--- config.mk ---
export PLATFORM = sky130hd
export DESIGN_NAME = pfl_pwm12_fault_lock_unit
export DESIGN_NICKNAME = d
export VERILOG_FILES = /design/src/verilog/pfl_pkg.sv /design/src/verilog/pfl_pwm12_fault_lock_unit.sv
export SDC_FILE = /design/constraint.sdc
export NUM_CORES = 1
export LEC_CHECK = 0
export ABC_AREA = 0
export BUFFER_PORTS_ARGS = -buffer_cell sky130_fd_sc_hd__buf_4
export CELL_PAD_IN_SITES_DETAIL_PLACEMENT = 0
export CELL_PAD_IN_SITES_GLOBAL_PLACEMENT = 1
export CORE_UTILIZATION = 40
export DETAILED_ROUTE_END_ITERATION = 7
export GPL_TIMING_DRIVEN = 0
export PLACE_DENSITY = 0.84
export SLEW_MARGIN = 20
export SYNTH_ARGS = -nofsm -noshare
export SYNTH_HDL_FRONTEND = slang
export SYNTH_SLANG_ARGS = --single-unit
--- constraint.sdc ---
create_clock -name clock_i -period 8.7 [get_ports clock_i]
set_clock_uncertainty 0.1 [all_clocks]
set_input_delay 0.435 -clock clock_i [delete_from_list [all_inputs] [get_ports clock_i]]
set_output_delay 0.435 -clock clock_i [all_outputs]
set_load 0.05 [all_outputs]
--- src/verilog/pfl_pkg.sv ---
// Purpose: shared constants for the 12-bit pwm with fault lock
// Assumes: register index times four gives the axi byte address
// Notes: all registers are eight bits wide, in the low byte of a word
package pfl_pkg;
  // ********************************
  // register indices
  // ********************************
  localparam logic [7:0] IDX_OUTPUT_GATE = 8'hb7;
  localparam logic [7:0] IDX_MODULE_ENABLE = 8'hcf;
  localparam logic [7:0] IDX_CONTROL = 8'hd2;
  localparam logic [7:0] IDX_PERIOD_LOW = 8'hd3;
  localparam logic [7:0] IDX_PERIOD_HIGH = 8'hd4;
  localparam logic [7:0] IDX_DUTY_LOW = 8'hd5;
  localparam logic [7:0] IDX_DUTY_HIGH = 8'hd6;
  localparam logic [7:0] IDX_WRITE_LOCK = 8'he7;
  localparam logic [7:0] IDX_IRQ_ENABLE_TWO = 8'hf8;
  localparam int ADDR_W = 10;
  // ********************************
  // field positions
  // ********************************
  localparam int BIT_FAULT_EN = 6;
  localparam int BIT_COMP_EN = 3;
  localparam int BIT_MAIN_EN = 0;
  localparam int BIT_GATE = 0;
  localparam int BIT_IRQ_EN = 7;
  localparam int BIT_IRQ_FLAG = 6;
  localparam int BIT_FAULT_ST = 4;
  localparam int BIT_FAULT_LVL = 3;
  localparam int BIT_POLARITY = 2;
  localparam int BIT_GLOBAL_EN = 0;
  // ********************************
  // values after reset and key
  // ********************************
  localparam logic [7:0] RST_BYTE = 8'h00;
  localparam logic [11:0] RST_VALUE12 = 12'h000;
  localparam logic [7:0] LOCK_KEY = 8'h55;
  localparam logic [1:0] RESP_OKAY = 2'b00;
  localparam logic [1:0] RESP_SLVERR = 2'b10;
endpackage : pfl_pkg

--- src/verilog/pfl_pwm12_fault_lock_unit.sv ---
// Purpose: 12-bit pwm, complementary output, fault shutdown, write lock
// Assumes: axi4-lite master holds valid and payload until taken
// Notes: everything runs on clock_i and freezes while ce_i is low
//
// Implementation choice: the AXI4-Lite interface to the registers.
`timescale 1ns/100ps
module pfl_pwm12_fault_lock_unit
  import pfl_pkg::*;
(
  input wire logic clock_i,
  input wire logic sys_rst_i,
  input wire logic ce_i,
  input wire logic [ADDR_W-1:0] s_axi_awaddr_i,
  input wire logic s_axi_awvalid_i,
  output logic s_axi_awready_o,
  input wire logic [31:0] s_axi_wdata_i,
  input wire logic [3:0] s_axi_wstrb_i,
  input wire logic s_axi_wvalid_i,
  output logic s_axi_wready_o,
  output logic [1:0] s_axi_bresp_o,
  output logic s_axi_bvalid_o,
  input wire logic s_axi_bready_i,
  input wire logic [ADDR_W-1:0] s_axi_araddr_i,
  input wire logic s_axi_arvalid_i,
  output logic s_axi_arready_o,
  output logic [31:0] s_axi_rdata_o,
  output logic [1:0] s_axi_rresp_o,
  output logic s_axi_rvalid_o,
  input wire logic s_axi_rready_i,
  input wire logic fault_input_i,
  output logic main_output_o,
  output logic complementary_output_o,
  output logic main_pin_sel_o,
  output logic comp_pin_sel_o,
  output logic period_irq_o
);

  // ********************************
  // decode helper
  // ********************************
  function automatic logic is_mapped(input logic [7:0] idx);
    is_mapped = (idx == IDX_OUTPUT_GATE) || (idx == IDX_MODULE_ENABLE) ||
      (idx == IDX_CONTROL) || (idx == IDX_PERIOD_LOW) ||
      (idx == IDX_PERIOD_HIGH) || (idx == IDX_DUTY_LOW) ||
      (idx == IDX_DUTY_HIGH) || (idx == IDX_WRITE_LOCK) ||
      (idx == IDX_IRQ_ENABLE_TWO);
  endfunction : is_mapped

  // ********************************
  // axi write channel
  // ********************************
  logic aw_full_reg;
  logic w_full_reg;
  logic [7:0] aw_idx_reg;
  logic [7:0] w_data_reg;
  logic w_lane_reg;
  logic bvalid_reg;
  logic [1:0] bresp_reg;
  logic do_write;
  logic key_ok;

  assign s_axi_awready_o = !aw_full_reg && !bvalid_reg && ce_i;
  assign s_axi_wready_o = !w_full_reg && !bvalid_reg && ce_i;
  assign s_axi_bvalid_o = bvalid_reg;
  assign s_axi_bresp_o = bresp_reg;
  // both halves held: commit in one cycle, response the next
  assign do_write = aw_full_reg && w_full_reg && !bvalid_reg && ce_i;

  // address and data are captured independently, in either order
  always_ff @(posedge clock_i or posedge sys_rst_i) begin
    if (sys_rst_i) begin
      aw_full_reg <= 1'b0;
      w_full_reg <= 1'b0;
      aw_idx_reg <= RST_BYTE;
      w_data_reg <= RST_BYTE;
      w_lane_reg <= 1'b0;
    end else if (ce_i) begin
      if (s_axi_awvalid_i && s_axi_awready_o) begin
        aw_full_reg <= 1'b1;
        aw_idx_reg <= s_axi_awaddr_i[ADDR_W-1:2];
      end else if (do_write) begin
        aw_full_reg <= 1'b0;
      end
      if (s_axi_wvalid_i && s_axi_wready_o) begin
        w_full_reg <= 1'b1;
        w_data_reg <= s_axi_wdata_i[7:0];
        w_lane_reg <= s_axi_wstrb_i[0];
      end else if (do_write) begin
        w_full_reg <= 1'b0;
      end
    end
  end

  // write response, slverr for an index nobody owns
  always_ff @(posedge clock_i or posedge sys_rst_i) begin
    if (sys_rst_i) begin
      bvalid_reg <= 1'b0;
      bresp_reg <= RESP_OKAY;
    end else if (ce_i) begin
      if (do_write) begin
        bvalid_reg <= 1'b1;
        bresp_reg <= is_mapped(aw_idx_reg) ? RESP_OKAY : RESP_SLVERR;
      end else if (s_axi_bready_i) begin
        bvalid_reg <= 1'b0;
      end
    end
  end

  // ********************************
  // software registers
  // ********************************
  logic [7:0] lock_reg;
  logic gate_reg;
  logic fault_en_reg;
  logic comp_en_reg;
  logic main_en_reg;
  logic irq_en_reg;
  logic irq_flag_reg;
  logic fault_st_reg;
  logic fault_lvl_reg;
  logic pol_reg;
  logic [1:0] pscl_reg;
  logic [11:0] period_reg;
  logic [11:0] duty_reg;
  logic global_en_reg;
  logic wr_lane;
  logic boundary;
  logic fault_active;

  assign wr_lane = do_write && w_lane_reg;
  assign key_ok = (lock_reg == LOCK_KEY);

  // the lock itself and the output gate are never locked
  always_ff @(posedge clock_i or posedge sys_rst_i) begin
    if (sys_rst_i) begin
      lock_reg <= RST_BYTE;
      gate_reg <= 1'b0;
      global_en_reg <= 1'b0;
    end else if (ce_i && wr_lane) begin
      if (aw_idx_reg == IDX_WRITE_LOCK) begin
        lock_reg <= w_data_reg;
      end
      if (aw_idx_reg == IDX_OUTPUT_GATE) begin
        gate_reg <= w_data_reg[BIT_GATE];
      end
      if (aw_idx_reg == IDX_IRQ_ENABLE_TWO) begin
        global_en_reg <= w_data_reg[BIT_GLOBAL_EN];
      end
    end
  end

  always_ff @(posedge clock_i or posedge sys_rst_i) begin
    if (sys_rst_i) begin
      fault_en_reg <= 1'b0;
      comp_en_reg <= 1'b0;
      main_en_reg <= 1'b0;
      irq_en_reg <= 1'b0;
      fault_lvl_reg <= 1'b0;
      pol_reg <= 1'b0;
      pscl_reg <= 2'b00;
    end else if (ce_i && wr_lane && key_ok) begin
      if (aw_idx_reg == IDX_MODULE_ENABLE) begin
        fault_en_reg <= w_data_reg[BIT_FAULT_EN];
        comp_en_reg <= w_data_reg[BIT_COMP_EN];
        main_en_reg <= w_data_reg[BIT_MAIN_EN];
      end
      if (aw_idx_reg == IDX_CONTROL) begin
        irq_en_reg <= w_data_reg[BIT_IRQ_EN];
        fault_lvl_reg <= w_data_reg[BIT_FAULT_LVL];
        pol_reg <= w_data_reg[BIT_POLARITY];
        pscl_reg <= w_data_reg[1:0];
      end
    end
  end

  // period and duty bytes, low then high
  always_ff @(posedge clock_i or posedge sys_rst_i) begin
    if (sys_rst_i) begin
      period_reg <= RST_VALUE12;
      duty_reg <= RST_VALUE12;
    end else if (ce_i && wr_lane && key_ok) begin
      unique case (aw_idx_reg)
        IDX_PERIOD_LOW: period_reg[7:0] <= w_data_reg;
        IDX_PERIOD_HIGH: period_reg[11:8] <= w_data_reg[3:0];
        IDX_DUTY_LOW: duty_reg[7:0] <= w_data_reg;
        IDX_DUTY_HIGH: duty_reg[11:8] <= w_data_reg[3:0];
        default: ;
      endcase
    end
  end

  // status flags: a hardware set in the same cycle beats the clear
  always_ff @(posedge clock_i or posedge sys_rst_i) begin
    if (sys_rst_i) begin
      irq_flag_reg <= 1'b0;
      fault_st_reg <= 1'b0;
    end else if (ce_i) begin
      if (boundary) begin
        irq_flag_reg <= 1'b1;
      end else if (wr_lane && key_ok && aw_idx_reg == IDX_CONTROL &&
                   !w_data_reg[BIT_IRQ_FLAG]) begin
        irq_flag_reg <= 1'b0;
      end
      // fault status sticks while fault is live
      if (fault_active) begin
        fault_st_reg <= 1'b1;
      end else if (wr_lane && key_ok && aw_idx_reg == IDX_CONTROL &&
                   !w_data_reg[BIT_FAULT_ST]) begin
        fault_st_reg <= 1'b0;
      end
    end
  end

  // ********************************
  // axi read channel
  // ********************************
  logic rvalid_reg;
  logic [7:0] rdata_reg;
  logic [1:0] rresp_reg;
  logic [7:0] rd_idx;
  logic [7:0] rd_byte;

  assign s_axi_arready_o = !rvalid_reg && ce_i;
  assign s_axi_rvalid_o = rvalid_reg;
  assign s_axi_rdata_o = {24'h000000, rdata_reg};
  assign s_axi_rresp_o = rresp_reg;
  assign rd_idx = s_axi_araddr_i[ADDR_W-1:2];

  // read mux, reserved bits and unmapped words read zero
  always_comb begin
    rd_byte = RST_BYTE;
    unique case (rd_idx)
      IDX_OUTPUT_GATE: rd_byte = {7'h00, gate_reg};
      IDX_MODULE_ENABLE: rd_byte = {1'b0, fault_en_reg, 2'b00,
        comp_en_reg, 2'b00, main_en_reg};
      IDX_CONTROL: rd_byte = {irq_en_reg, irq_flag_reg, 1'b0,
        fault_st_reg, fault_lvl_reg, pol_reg, pscl_reg};
      IDX_PERIOD_LOW: rd_byte = period_reg[7:0];
      IDX_PERIOD_HIGH: rd_byte = {4'h0, period_reg[11:8]};
      IDX_DUTY_LOW: rd_byte = duty_reg[7:0];
      IDX_DUTY_HIGH: rd_byte = {4'h0, duty_reg[11:8]};
      IDX_WRITE_LOCK: rd_byte = lock_reg;
      IDX_IRQ_ENABLE_TWO: rd_byte = {7'h00, global_en_reg};
      default: rd_byte = RST_BYTE;
    endcase
  end

  // one read outstanding; data held until rready
  always_ff @(posedge clock_i or posedge sys_rst_i) begin
    if (sys_rst_i) begin
      rvalid_reg <= 1'b0;
      rdata_reg <= RST_BYTE;
      rresp_reg <= RESP_OKAY;
    end else if (ce_i) begin
      if (s_axi_arvalid_i && s_axi_arready_o) begin
        rvalid_reg <= 1'b1;
        rdata_reg <= rd_byte;
        rresp_reg <= is_mapped(rd_idx) ? RESP_OKAY : RESP_SLVERR;
      end else if (s_axi_rready_i) begin
        rvalid_reg <= 1'b0;
      end
    end
  end

  // ********************************
  // fault pin
  // ********************************
  logic fault_sync1_reg;
  logic fault_sync2_reg;

  // pin is asynchronous; only the second stage is read
  always_ff @(posedge clock_i or posedge sys_rst_i) begin
    if (sys_rst_i) begin
      fault_sync1_reg <= 1'b0;
      fault_sync2_reg <= 1'b0;
    end else if (ce_i) begin
      fault_sync1_reg <= fault_input_i;
      fault_sync2_reg <= fault_sync1_reg;
    end
  end

  assign fault_active = fault_en_reg &&
    (fault_sync2_reg == fault_lvl_reg);

  // ********************************
  // modulator timing
  // ********************************
  logic running;
  logic [3:0] pre_cnt_reg;
  logic [3:0] pre_last;
  logic tick;
  logic [11:0] cnt_reg;
  logic [11:0] per_w_reg;
  logic [11:0] duty_w_reg;
  logic pol_w_reg;
  logic [1:0] pscl_w_reg;

  // the gate register does not stop the timer
  assign running = main_en_reg || comp_en_reg;
  // divide by 2, 4, 8, 16
  assign pre_last = 4'((5'd2 << pscl_w_reg) - 5'd1);
  assign tick = running && (pre_cnt_reg == pre_last);
  // period end; a zero period ends every modulator clock
  assign boundary = tick &&
    ((per_w_reg == RST_VALUE12) || (cnt_reg == per_w_reg - 12'd1));

  // prescaler restarts whenever the module is disabled
  always_ff @(posedge clock_i or posedge sys_rst_i) begin
    if (sys_rst_i) begin
      pre_cnt_reg <= 4'h0;
    end else if (ce_i) begin
      if (!running || tick) begin
        pre_cnt_reg <= 4'h0;
      end else begin
        pre_cnt_reg <= pre_cnt_reg + 4'h1;
      end
    end
  end

  // working copies reload only at a boundary or while idle
  always_ff @(posedge clock_i or posedge sys_rst_i) begin
    if (sys_rst_i) begin
      cnt_reg <= RST_VALUE12;
      per_w_reg <= RST_VALUE12;
      duty_w_reg <= RST_VALUE12;
      pol_w_reg <= 1'b0;
      pscl_w_reg <= 2'b00;
    end else if (ce_i) begin
      if (!running || boundary) begin
        cnt_reg <= RST_VALUE12;
        per_w_reg <= period_reg;
        duty_w_reg <= duty_reg;
        pol_w_reg <= pol_reg;
        pscl_w_reg <= pscl_reg;
      end else if (tick) begin
        cnt_reg <= cnt_reg + 12'd1;
      end
    end
  end

  // ********************************
  // output stage
  // ********************************
  logic active_c;
  logic main_c;
  logic comp_c;
  logic main_q_reg;
  logic comp_q_reg;
  logic irq_q_reg;

  always_comb begin
    if (per_w_reg == RST_VALUE12) begin
      active_c = 1'b0;
    end else if (per_w_reg <= duty_w_reg) begin
      active_c = 1'b1;
    end else begin
      active_c = (cnt_reg < duty_w_reg);
    end
  end

  always_comb begin
    if (fault_st_reg || fault_active) begin
      main_c = pol_w_reg;
      comp_c = pol_w_reg;
    end else begin
      main_c = active_c ^ pol_w_reg;
      comp_c = ~main_c;
    end
  end

  // registered pins; fault reaches them one edge after the sync
  always_ff @(posedge clock_i or posedge sys_rst_i) begin
    if (sys_rst_i) begin
      main_q_reg <= 1'b0;
      comp_q_reg <= 1'b0;
      irq_q_reg <= 1'b0;
    end else if (ce_i) begin
      main_q_reg <= main_c;
      comp_q_reg <= comp_c;
      irq_q_reg <= irq_flag_reg && irq_en_reg && global_en_reg;
    end
  end

  assign main_output_o = main_q_reg;
  assign complementary_output_o = comp_q_reg;
  // pin ownership, dropped at once on disable or gate
  assign main_pin_sel_o = main_en_reg && !gate_reg;
  assign comp_pin_sel_o = comp_en_reg && !gate_reg;
  assign period_irq_o = irq_q_reg;

endmodule : pfl_pwm12_fault_lock_unit

==> run summary, run 1 <==
outcome -> finished clean
Initial Utilization -> 41.0%
antenna cell count -> 0
CP Launch Type -> flop
CTS H-Tree Depth -> 4
die height -> 133 um
Netlist cell types -> 67
worst hold path class -> primary input to flop
core area -> 16600 um2
Worst Min Path Start -> s_axi_wdata_i[7]
placer congestion estimate -> 0.891
CTS Buf Count -> 17
Syn Inst Count -> 634
share of the synthesized area in the top cell type -> 45.1%
row count -> 47
synthesized cell area -> 6820 um2
prevailing post-synth register cell -> dfrtp_1
crit share post-route -> 42.5%
final hold violation count -> 0
Via density -> 5.45
WL/cell -> 17.8 um
pwr dens -> 211 nW/um2
most common cell after layout, fill and taps aside -> dfrtp_1
max-cap viol count -> 0
max-slew violations -> 0
CTS max path bufs -> 2
EDFF count, synth -> 0
Crit Path Category -> flop to flop
first drt pass iteration count -> 6
antenna viol nets, final -> 0
design area -> 8290 um2
area added between synthesis and finish -> 21.5%
drt drc -> 0
sequential fraction of the synthesis area -> 45.1%
top cells by area, synth -> dfrtp_1, mux2_2, ha_1
Final min period -> 3.70 ns
I/O Buffers -> 51
most frequent cells in the layout -> dfrtp_1, mux2_2, buf_4
Nets -> 822
Worst Hold Path EP -> w_data_reg[7]$_DFFE_PP0P_
Avg Cell Area, Syn -> 10.8 um2
worst skew pair latency -> 0.42 ns
first-pass GRT wire length -> 27700 um
DP HPWL -> 12800 um
share of post-route cells with drive strength above 1 -> 29.0%
WHS Path Cells -> 2
CP required -> 8.90 ns
Power Total -> 1.75 mW
unrepaired setup endpoints after global routing -> false
pin count of the biggest net entering global routing -> 77
clock-pin slew on the worst setup and hold paths -> 0.06 ns
CTS tree -> yes
Iteration-0 DRC Markers -> 417
critical path fanouts, max -> 10
worst r2r dst -> pscl_w_reg[0]$_DFFE_PP0P_
maximum vdd drop -> 0.000145 V
Rel. slew slack -> 37.8%
Worst EP arrival -> 3.90 ns
static leakage -> 3.99 nW
die width -> 133 um
Synth area leader -> dfrtp_1
R2R Path Start -> per_w_reg[0]$_DFFE_PP0P_
Synth Register Bits -> 123
Fin Hold WS -> 0.148 ns
number of warnings issued by yosys -> 0
share of flip-flops with an asynchronous set or reset -> 100%
Final setup viols -> 0
initial antenna violation count -> 0
gr usage total -> 20.3%
Congestion Overflow GR -> 0
Max Clock Freq -> 270 MHz
Die ar. -> 17600 um2
Post-CTS Setup Repair Bufs -> 0
aggregate negative setup slack -> 0 ns
Setup crit end kind -> flop
post-CTS sizing -> 0
Post-Place Cell Area -> 7610 um2
Clk Tree Root Cell -> clkbuf_16
io pins -> 111
vias in the first global route -> 5238
CTS Hold Bufs -> 1
FF-to-FF path depth -> 13
FF-to-FF setup slack -> 5.00 ns
TritonCTS Sinks -> 123
total vias in the final route -> 5254
Worst-Margin Slew -> 0.921 ns
final WL -> 17200 um
[cell type report]
| type | instances | area [um2] |
|---|---|---|
| clock buffers | 21 | 450 |
| flip-flops and latches | 123 | 3080 |
| multi-input cells | 462 | 3420 |
| clock inverters | 11 | 215 |
| plain buffers | 48 | 323 |
| repair buffers | 53 | 420 |
| well taps | 220 | 275 |
| inverters | 26 | 103 |
| fillers | 1488 | 8360 |
[cell usage after synthesis, types with 7 or more instances]
cell and n:
nor3_1 16, o211ai_1 8, nand4_1 13, nand2_1 45
and3_1 7, or3_1 7, dfrtp_1 123, inv_1 25
nand3_1 20, ha_1 26, nor2_1 36, nor2b_1 7
clkbuf_1 14, a21oi_1 21, xor2_1 10, o21ai_0 19
a21o_1 9, a22o_1 10, buf_4 27, xnor2_1 11
mux2_2 86
[layer usage]
layer,GRT usage [%],routed length [um],vias to the layer above
li1,-,-,2474
met1,25.1,7370,2587
met2,34.9,8750,162
met3,3.83,647,31
met4,8.17,399,0
met5,0,0,-
[cells by family after synthesis]
logic type | share of synthesized area, %
simple gates | 14.9
flops | 45.1
compound gates | 10.6
mux | 15.7
buf+inv | 6.16
fa+ha+maj | 4.77
xor+xnor | 2.70
other cells | 0.0550
[power breakdown]
part           internal, mW  switching, mW  total, mW
Sequential            0.626         0.0862      0.712
Clock                 0.545          0.255      0.800
Combinational        0.0984          0.136      0.234
Total                  1.27          0.477       1.75
[stage by stage]
stage / instances / util [%] / setup WS [ns]
2_1_floorplan: 659 / - / 4.89
3_3_place_gp: 930 / 45.5 / 3.65
3_5_place_dp: 931 / 45.7 / 4.93
4_1_cts: 964 / 49.8 / 5.01
5_1_grt: 964 / 49.8 / 4.88
6_report: 964 / 49.8 / 5.00
[worst max-delay path, cell delays in order (launching register included)]
cell and delay [ns]:
dfrtp_1 0.42, inv_1 0.10, ha_1 0.22, or4b_1 0.44, clkbuf_2 0.18, or4_1 0.54, o311ai_1 0.10, a31oi_1 0.10
o41a_1 0.41, buf_6 0.16, a21oi_4 0.18, buf_6 0.19, buf_12 0.15, mux2_4 0.30
[worst max-delay path by stage]
stage | startpoint | endpoint
finish | per_w_reg[0]$_DFFE_PP0P_ | pscl_w_reg[0]$_DFFE_PP0P_
global route | per_w_reg[0]$_DFFE_PP0P_ | duty_w_reg[11]$_DFFE_PP0P_
CTS | per_w_reg[0]$_DFFE_PP0P_ | duty_w_reg[11]$_DFFE_PP0P_
detailed placement | ce_i | duty_reg[2]$_DFFE_PP0P_
global placement | sys_rst_i | duty_w_reg[6]$_DFFE_PP0P_
floorplan | sys_rst_i | aw_full_reg$_DFFE_PP0P_
Power figures use the tool's default switching activity.
==> run 2, diff against run 1 <==
ABC_AREA = 1   (was 0)
CORE_UTILIZATION = 38   (was 40)
PLACE_DENSITY = 0.88   (was 0.84)
clock period = 3.3 ns   (was 8.7 ns; I/O delays follow)
==> run 2 against run 1 <==
Against the previous run:
- combinational power increased to 3.4 times the previous value
- largest power group unchanged
- design area increased by 4.4%
- highest routed layer unchanged
- flip-flop and latch count unchanged
==> run summary, run 2 <==
outcome -> finished clean (unchanged)
Initial Utilization -> 38.8% (was 41.0%)
CP max stage cell -> dfrtp_1 (was or4_1)
Via density -> 4.88 (was 5.45)
worst path bufs/invs -> 3 (was 5)
crit path from -> per_w_reg[0]$_DFFE_PP0P_ (unchanged)
io pins -> 111 (unchanged)
post-CTS sizing -> 0 (unchanged)
static leakage -> 4.44 nW (was 3.99 nW)
I/O Buffers -> 52 (was 51)
EDFF count, synth -> 0 (unchanged)
synthesized cell area -> 6980 um2 (was 6820 um2)
Iteration-0 DRC Markers -> 368 (was 417)
FF-to-FF setup slack -> 0.65 ns (was 5.00 ns)
WL/cell -> 14.1 um (was 17.8 um)
antenna cell count -> 0 (unchanged)
fin cells -> 1245 (was 964)
Die ar. -> 18900 um2 (was 17600 um2)
worst r2r dst -> cnt_reg[2]$_DFFE_PP0P_ (was pscl_w_reg[0]$_DFFE_PP0P_)
Post-CTS Setup Repair Bufs -> 0 (unchanged)
first drt pass iteration count -> 7 (was 6)
final hold violation count -> 0 (unchanged)
clock share of power -> 42.4% (was 45.8%)
Max Clock Freq -> 377 MHz (was 270 MHz)
DP HPWL -> 13500 um (was 12800 um)
placer congestion estimate -> 0.858 (was 0.891)
Cell Int Power -> 3.12 mW (was 1.27 mW)
combinational power share -> 18.2% (was 13.4%)
Netlist cell types -> 42 (was 67)
Worst Min Path Start -> s_axi_arvalid_i (was s_axi_wdata_i[7])
unrepaired setup endpoints after global routing -> false (unchanged)
Synth area leader -> dfrtp_1 (unchanged)
Worst EP arrival -> 2.83 ns (was 3.90 ns)
share of flip-flops with an asynchronous set or reset -> 100% (unchanged)
total vias in the final route -> 6073 (was 5254)
pwr dens -> 512 nW/um2 (was 211 nW/um2)
die width -> 137 um (was 133 um)
area added between synthesis and finish -> 24.1% (was 21.5%)
critical path fanouts, max -> 10 (unchanged)
share of post-route cells with drive strength above 1 -> 15.9% (was 29.0%)
Final min period -> 2.65 ns (was 3.70 ns)
crit share post-route -> 80.4% (was 42.5%)
worst hold path class -> primary input to flop (unchanged)
gr usage total -> 20.1% (was 20.3%)
clock-pin slew on the worst setup and hold paths -> 0.06 ns (about the same)
first-pass GRT wire length -> 28800 um (was 27700 um)
Setup crit end kind -> flop (unchanged)
Crit Path Category -> flop to flop (unchanged)
number of warnings issued by yosys -> 0 (unchanged)
sequential fraction of the synthesis area -> 44.1% (was 45.1%)
critical-path cell list -> inv_1 -> ha_1 -> nand2_1 -> nor2_2 -> nand2_1 -> nand2_1 -> nand3_1 -> nor2_1 -> nand3_1 -> nand2_1 -> nand2_2 -> nand2_4 -> buf_6 -> buf_6 -> a21oi_1 (was inv_1 -> ha_1 -> or4b_1 -> clkbuf_2 -> or4_1 -> o311ai_1 -> a31oi_1 -> o41a_1 -> buf_6 -> a21oi_4 -> buf_6 -> buf_12 -> mux2_4)
Nets -> 1096 (was 822)
most common cell after layout, fill and taps aside -> nand2_1 (was dfrtp_1)
most used cell, CP -> nand2_1 (was buf_6)
CP required -> 3.48 ns (was 8.90 ns)
Avg Cell Area, Syn -> 7.90 um2 (was 10.8 um2)
crit path capture -> cnt_reg[2]$_DFFE_PP0P_ (was pscl_w_reg[0]$_DFFE_PP0P_)
CTS max path bufs -> 2 (unchanged)
CTS Buf Count -> 17 (unchanged)
Clk Tree Root Cell -> clkbuf_16 (unchanged)
Congestion Overflow GR -> 0 (unchanged)
most frequent cells in the layout -> nand2_1, dfrtp_1, inv_1 (was dfrtp_1, mux2_2, buf_4)
Worst-Margin Slew -> 0.642 ns (was 0.921 ns)
drt drc -> 0 (unchanged)
Synth Register Bits -> 123 (unchanged)
CP Launch Type -> flop (unchanged)
core area -> 18000 um2 (was 16600 um2)
Final setup viols -> 0 (unchanged)
Critical Path Stages -> 15 (was 13)
initial antenna violation count -> 0 (unchanged)
TritonCTS Sinks -> 123 (unchanged)
prevailing post-synth register cell -> dfrtp_1 (unchanged)
share of the synthesized area in the top cell type -> 44.1% (was 45.1%)
pin count of the biggest net entering global routing -> 29 (was 77)
vias in the first global route -> 5727 (was 5238)
FF-to-FF path depth -> 15 (was 13)
Switching Fraction -> 29.7% (was 27.3%)
row count -> 49 (was 47)
CTS tree -> yes (unchanged)
die height -> 137 um (was 133 um)
antenna viol nets, final -> 0 (unchanged)
Rel. slew slack -> 57.0% (was 37.8%)
count leader, synth -> nand2_1 (was dfrtp_1)
aggregate negative setup slack -> 0 ns (unchanged)
max-cap viol count -> 0 (unchanged)
P_sw -> 1.32 mW (was 0.477 mW)
max-slew violations -> 0 (unchanged)
synth cell count leaders -> nand2_1, dfrtp_1, inv_1, nand3_1, nor2_1 (was dfrtp_1, mux2_2, nand2_1, nor2_1, buf_4)
Inst Count DP -> 1193 (was 931)
final WL -> 17600 um (was 17200 um)
worst skew pair latency -> 0.42 ns (about the same)
Seq pwr share -> 39.5% (was 40.8%)
max incr delay on CP -> 0.43 ns (was 0.54 ns)
CTS H-Tree Depth -> 4 (unchanged)
maximum vdd drop -> 0.000407 V (was 0.000145 V)
Crit path max-delay family -> simple AND/OR/NAND/NOR gates (unchanged)
Syn Inst Count -> 883 (was 634)
R2R Path Start -> per_w_reg[0]$_DFFE_PP0P_ (unchanged)
top cells by area, synth -> dfrtp_1, nand2_1, inv_1 (was dfrtp_1, mux2_2, ha_1)
CTS Hold Bufs -> 22 (was 1)
run 2: cell types whose count changed after synthesis, moves of 27 or more:
| cell | previous run | this run |
|---|---|---|
| nand3_1 | 20 | 63 |
| mux2_2 | 86 | 3 |
| inv_1 | 25 | 93 |
| nand2_1 | 45 | 252 |
| o21ai_0 | 19 | 54 |
| nor2_1 | 36 | 63 |
run 2: worst register-to-register path, delay by kind of cell (launching register included):
family	cells	cell delay, ns
buffers and inverters	3	0.50
AO/OA/AOI/OAI	1	0.08
AND/OR/NAND/NOR	10	1.10
flip-flops	1	0.43
adder cells (fa/ha/maj)	1	0.30
run 2: worst min path at each step:
| stage | to | depth (start not counted) |
|---|---|---|
| final | rdata_reg[4]$_DFFE_PP0P_ | 3 |
| after global routing | aw_idx_reg[5]$_DFFE_PP0P_ | 4 |
| after CTS | aw_idx_reg[5]$_DFFE_PP0P_ | 4 |
| after detailed placement | s_axi_bvalid_o$_DFFE_PP0P_ | 2 |
| after global placement | fault_sync1_reg$_DFFE_PP0P_ | 3 |
| after floorplan | fault_sync1_reg$_DFFE_PP0P_ | 2 |
run 2: stage by stage:
step | total power, mW | hold WS (ns) | setup slack [ns] | instance area (um2) | util (%)
global placement | 2.54 | 0.295 | 0.693 | 7750 | 43.1
global route | 4.61 | 0.0976 | 0.387 | 8650 | 48.2
floorplan | 2.31 | 0.182 | 0.775 | 7070 | -
finish | 4.43 | 0.0687 | 0.647 | 8650 | 48.2
CTS | 4.45 | 0.0553 | 0.655 | 8650 | 48.2
detailed placement | 2.56 | 0.179 | 0.661 | 7840 | 43.6
run 2: area by class of cell:
type,count,area (um2)
multi-input cells,644,3300
plain buffers,46,334
clock inverters,6,85.1
inverters,95,360
well taps,229,287
repair buffers,78,698
fillers,1773,9310
flip-flops and latches,123,3080
clock buffers,24,512
run 2: power by group through the flow:
stage / sequential [mW] / clock, mW / combinational, mW
2_1_floorplan: 1.82 / 0 / 0.498
3_3_place_gp: 1.77 / 0 / 0.765
3_5_place_dp: 1.77 / 0 / 0.788
4_1_cts: 1.75 / 1.90 / 0.810
5_1_grt: 1.76 / 1.96 / 0.884
6_report: 1.75 / 1.88 / 0.806
run 2: kinds of logic (layout without fill, tap and decap cells):
logic type	count (synthesis)	after routing	synth area share (%)
AO/OA/AOI/OAI	130	130	10.9
XOR/XNOR	20	20	2.51
adder cells (fa/ha/maj)	26	26	4.66
buffers and inverters	141	249	9.90
flip-flops	123	123	44.1
multiplexers	3	3	0.484
other	1	26	0.0538
AND/OR/NAND/NOR	439	439	27.4
run 2: metal layers:
metal / share of wire (%) / vias to the layer above / track usage [%]
li1: - / 3076 / -
met1: 45 / 2834 / 25.6
met2: 49 / 129 / 33.1
met3: 3.4 / 34 / 3.64
met4: 2.9 / 0 / 8.85
met5: 0 / - / 0
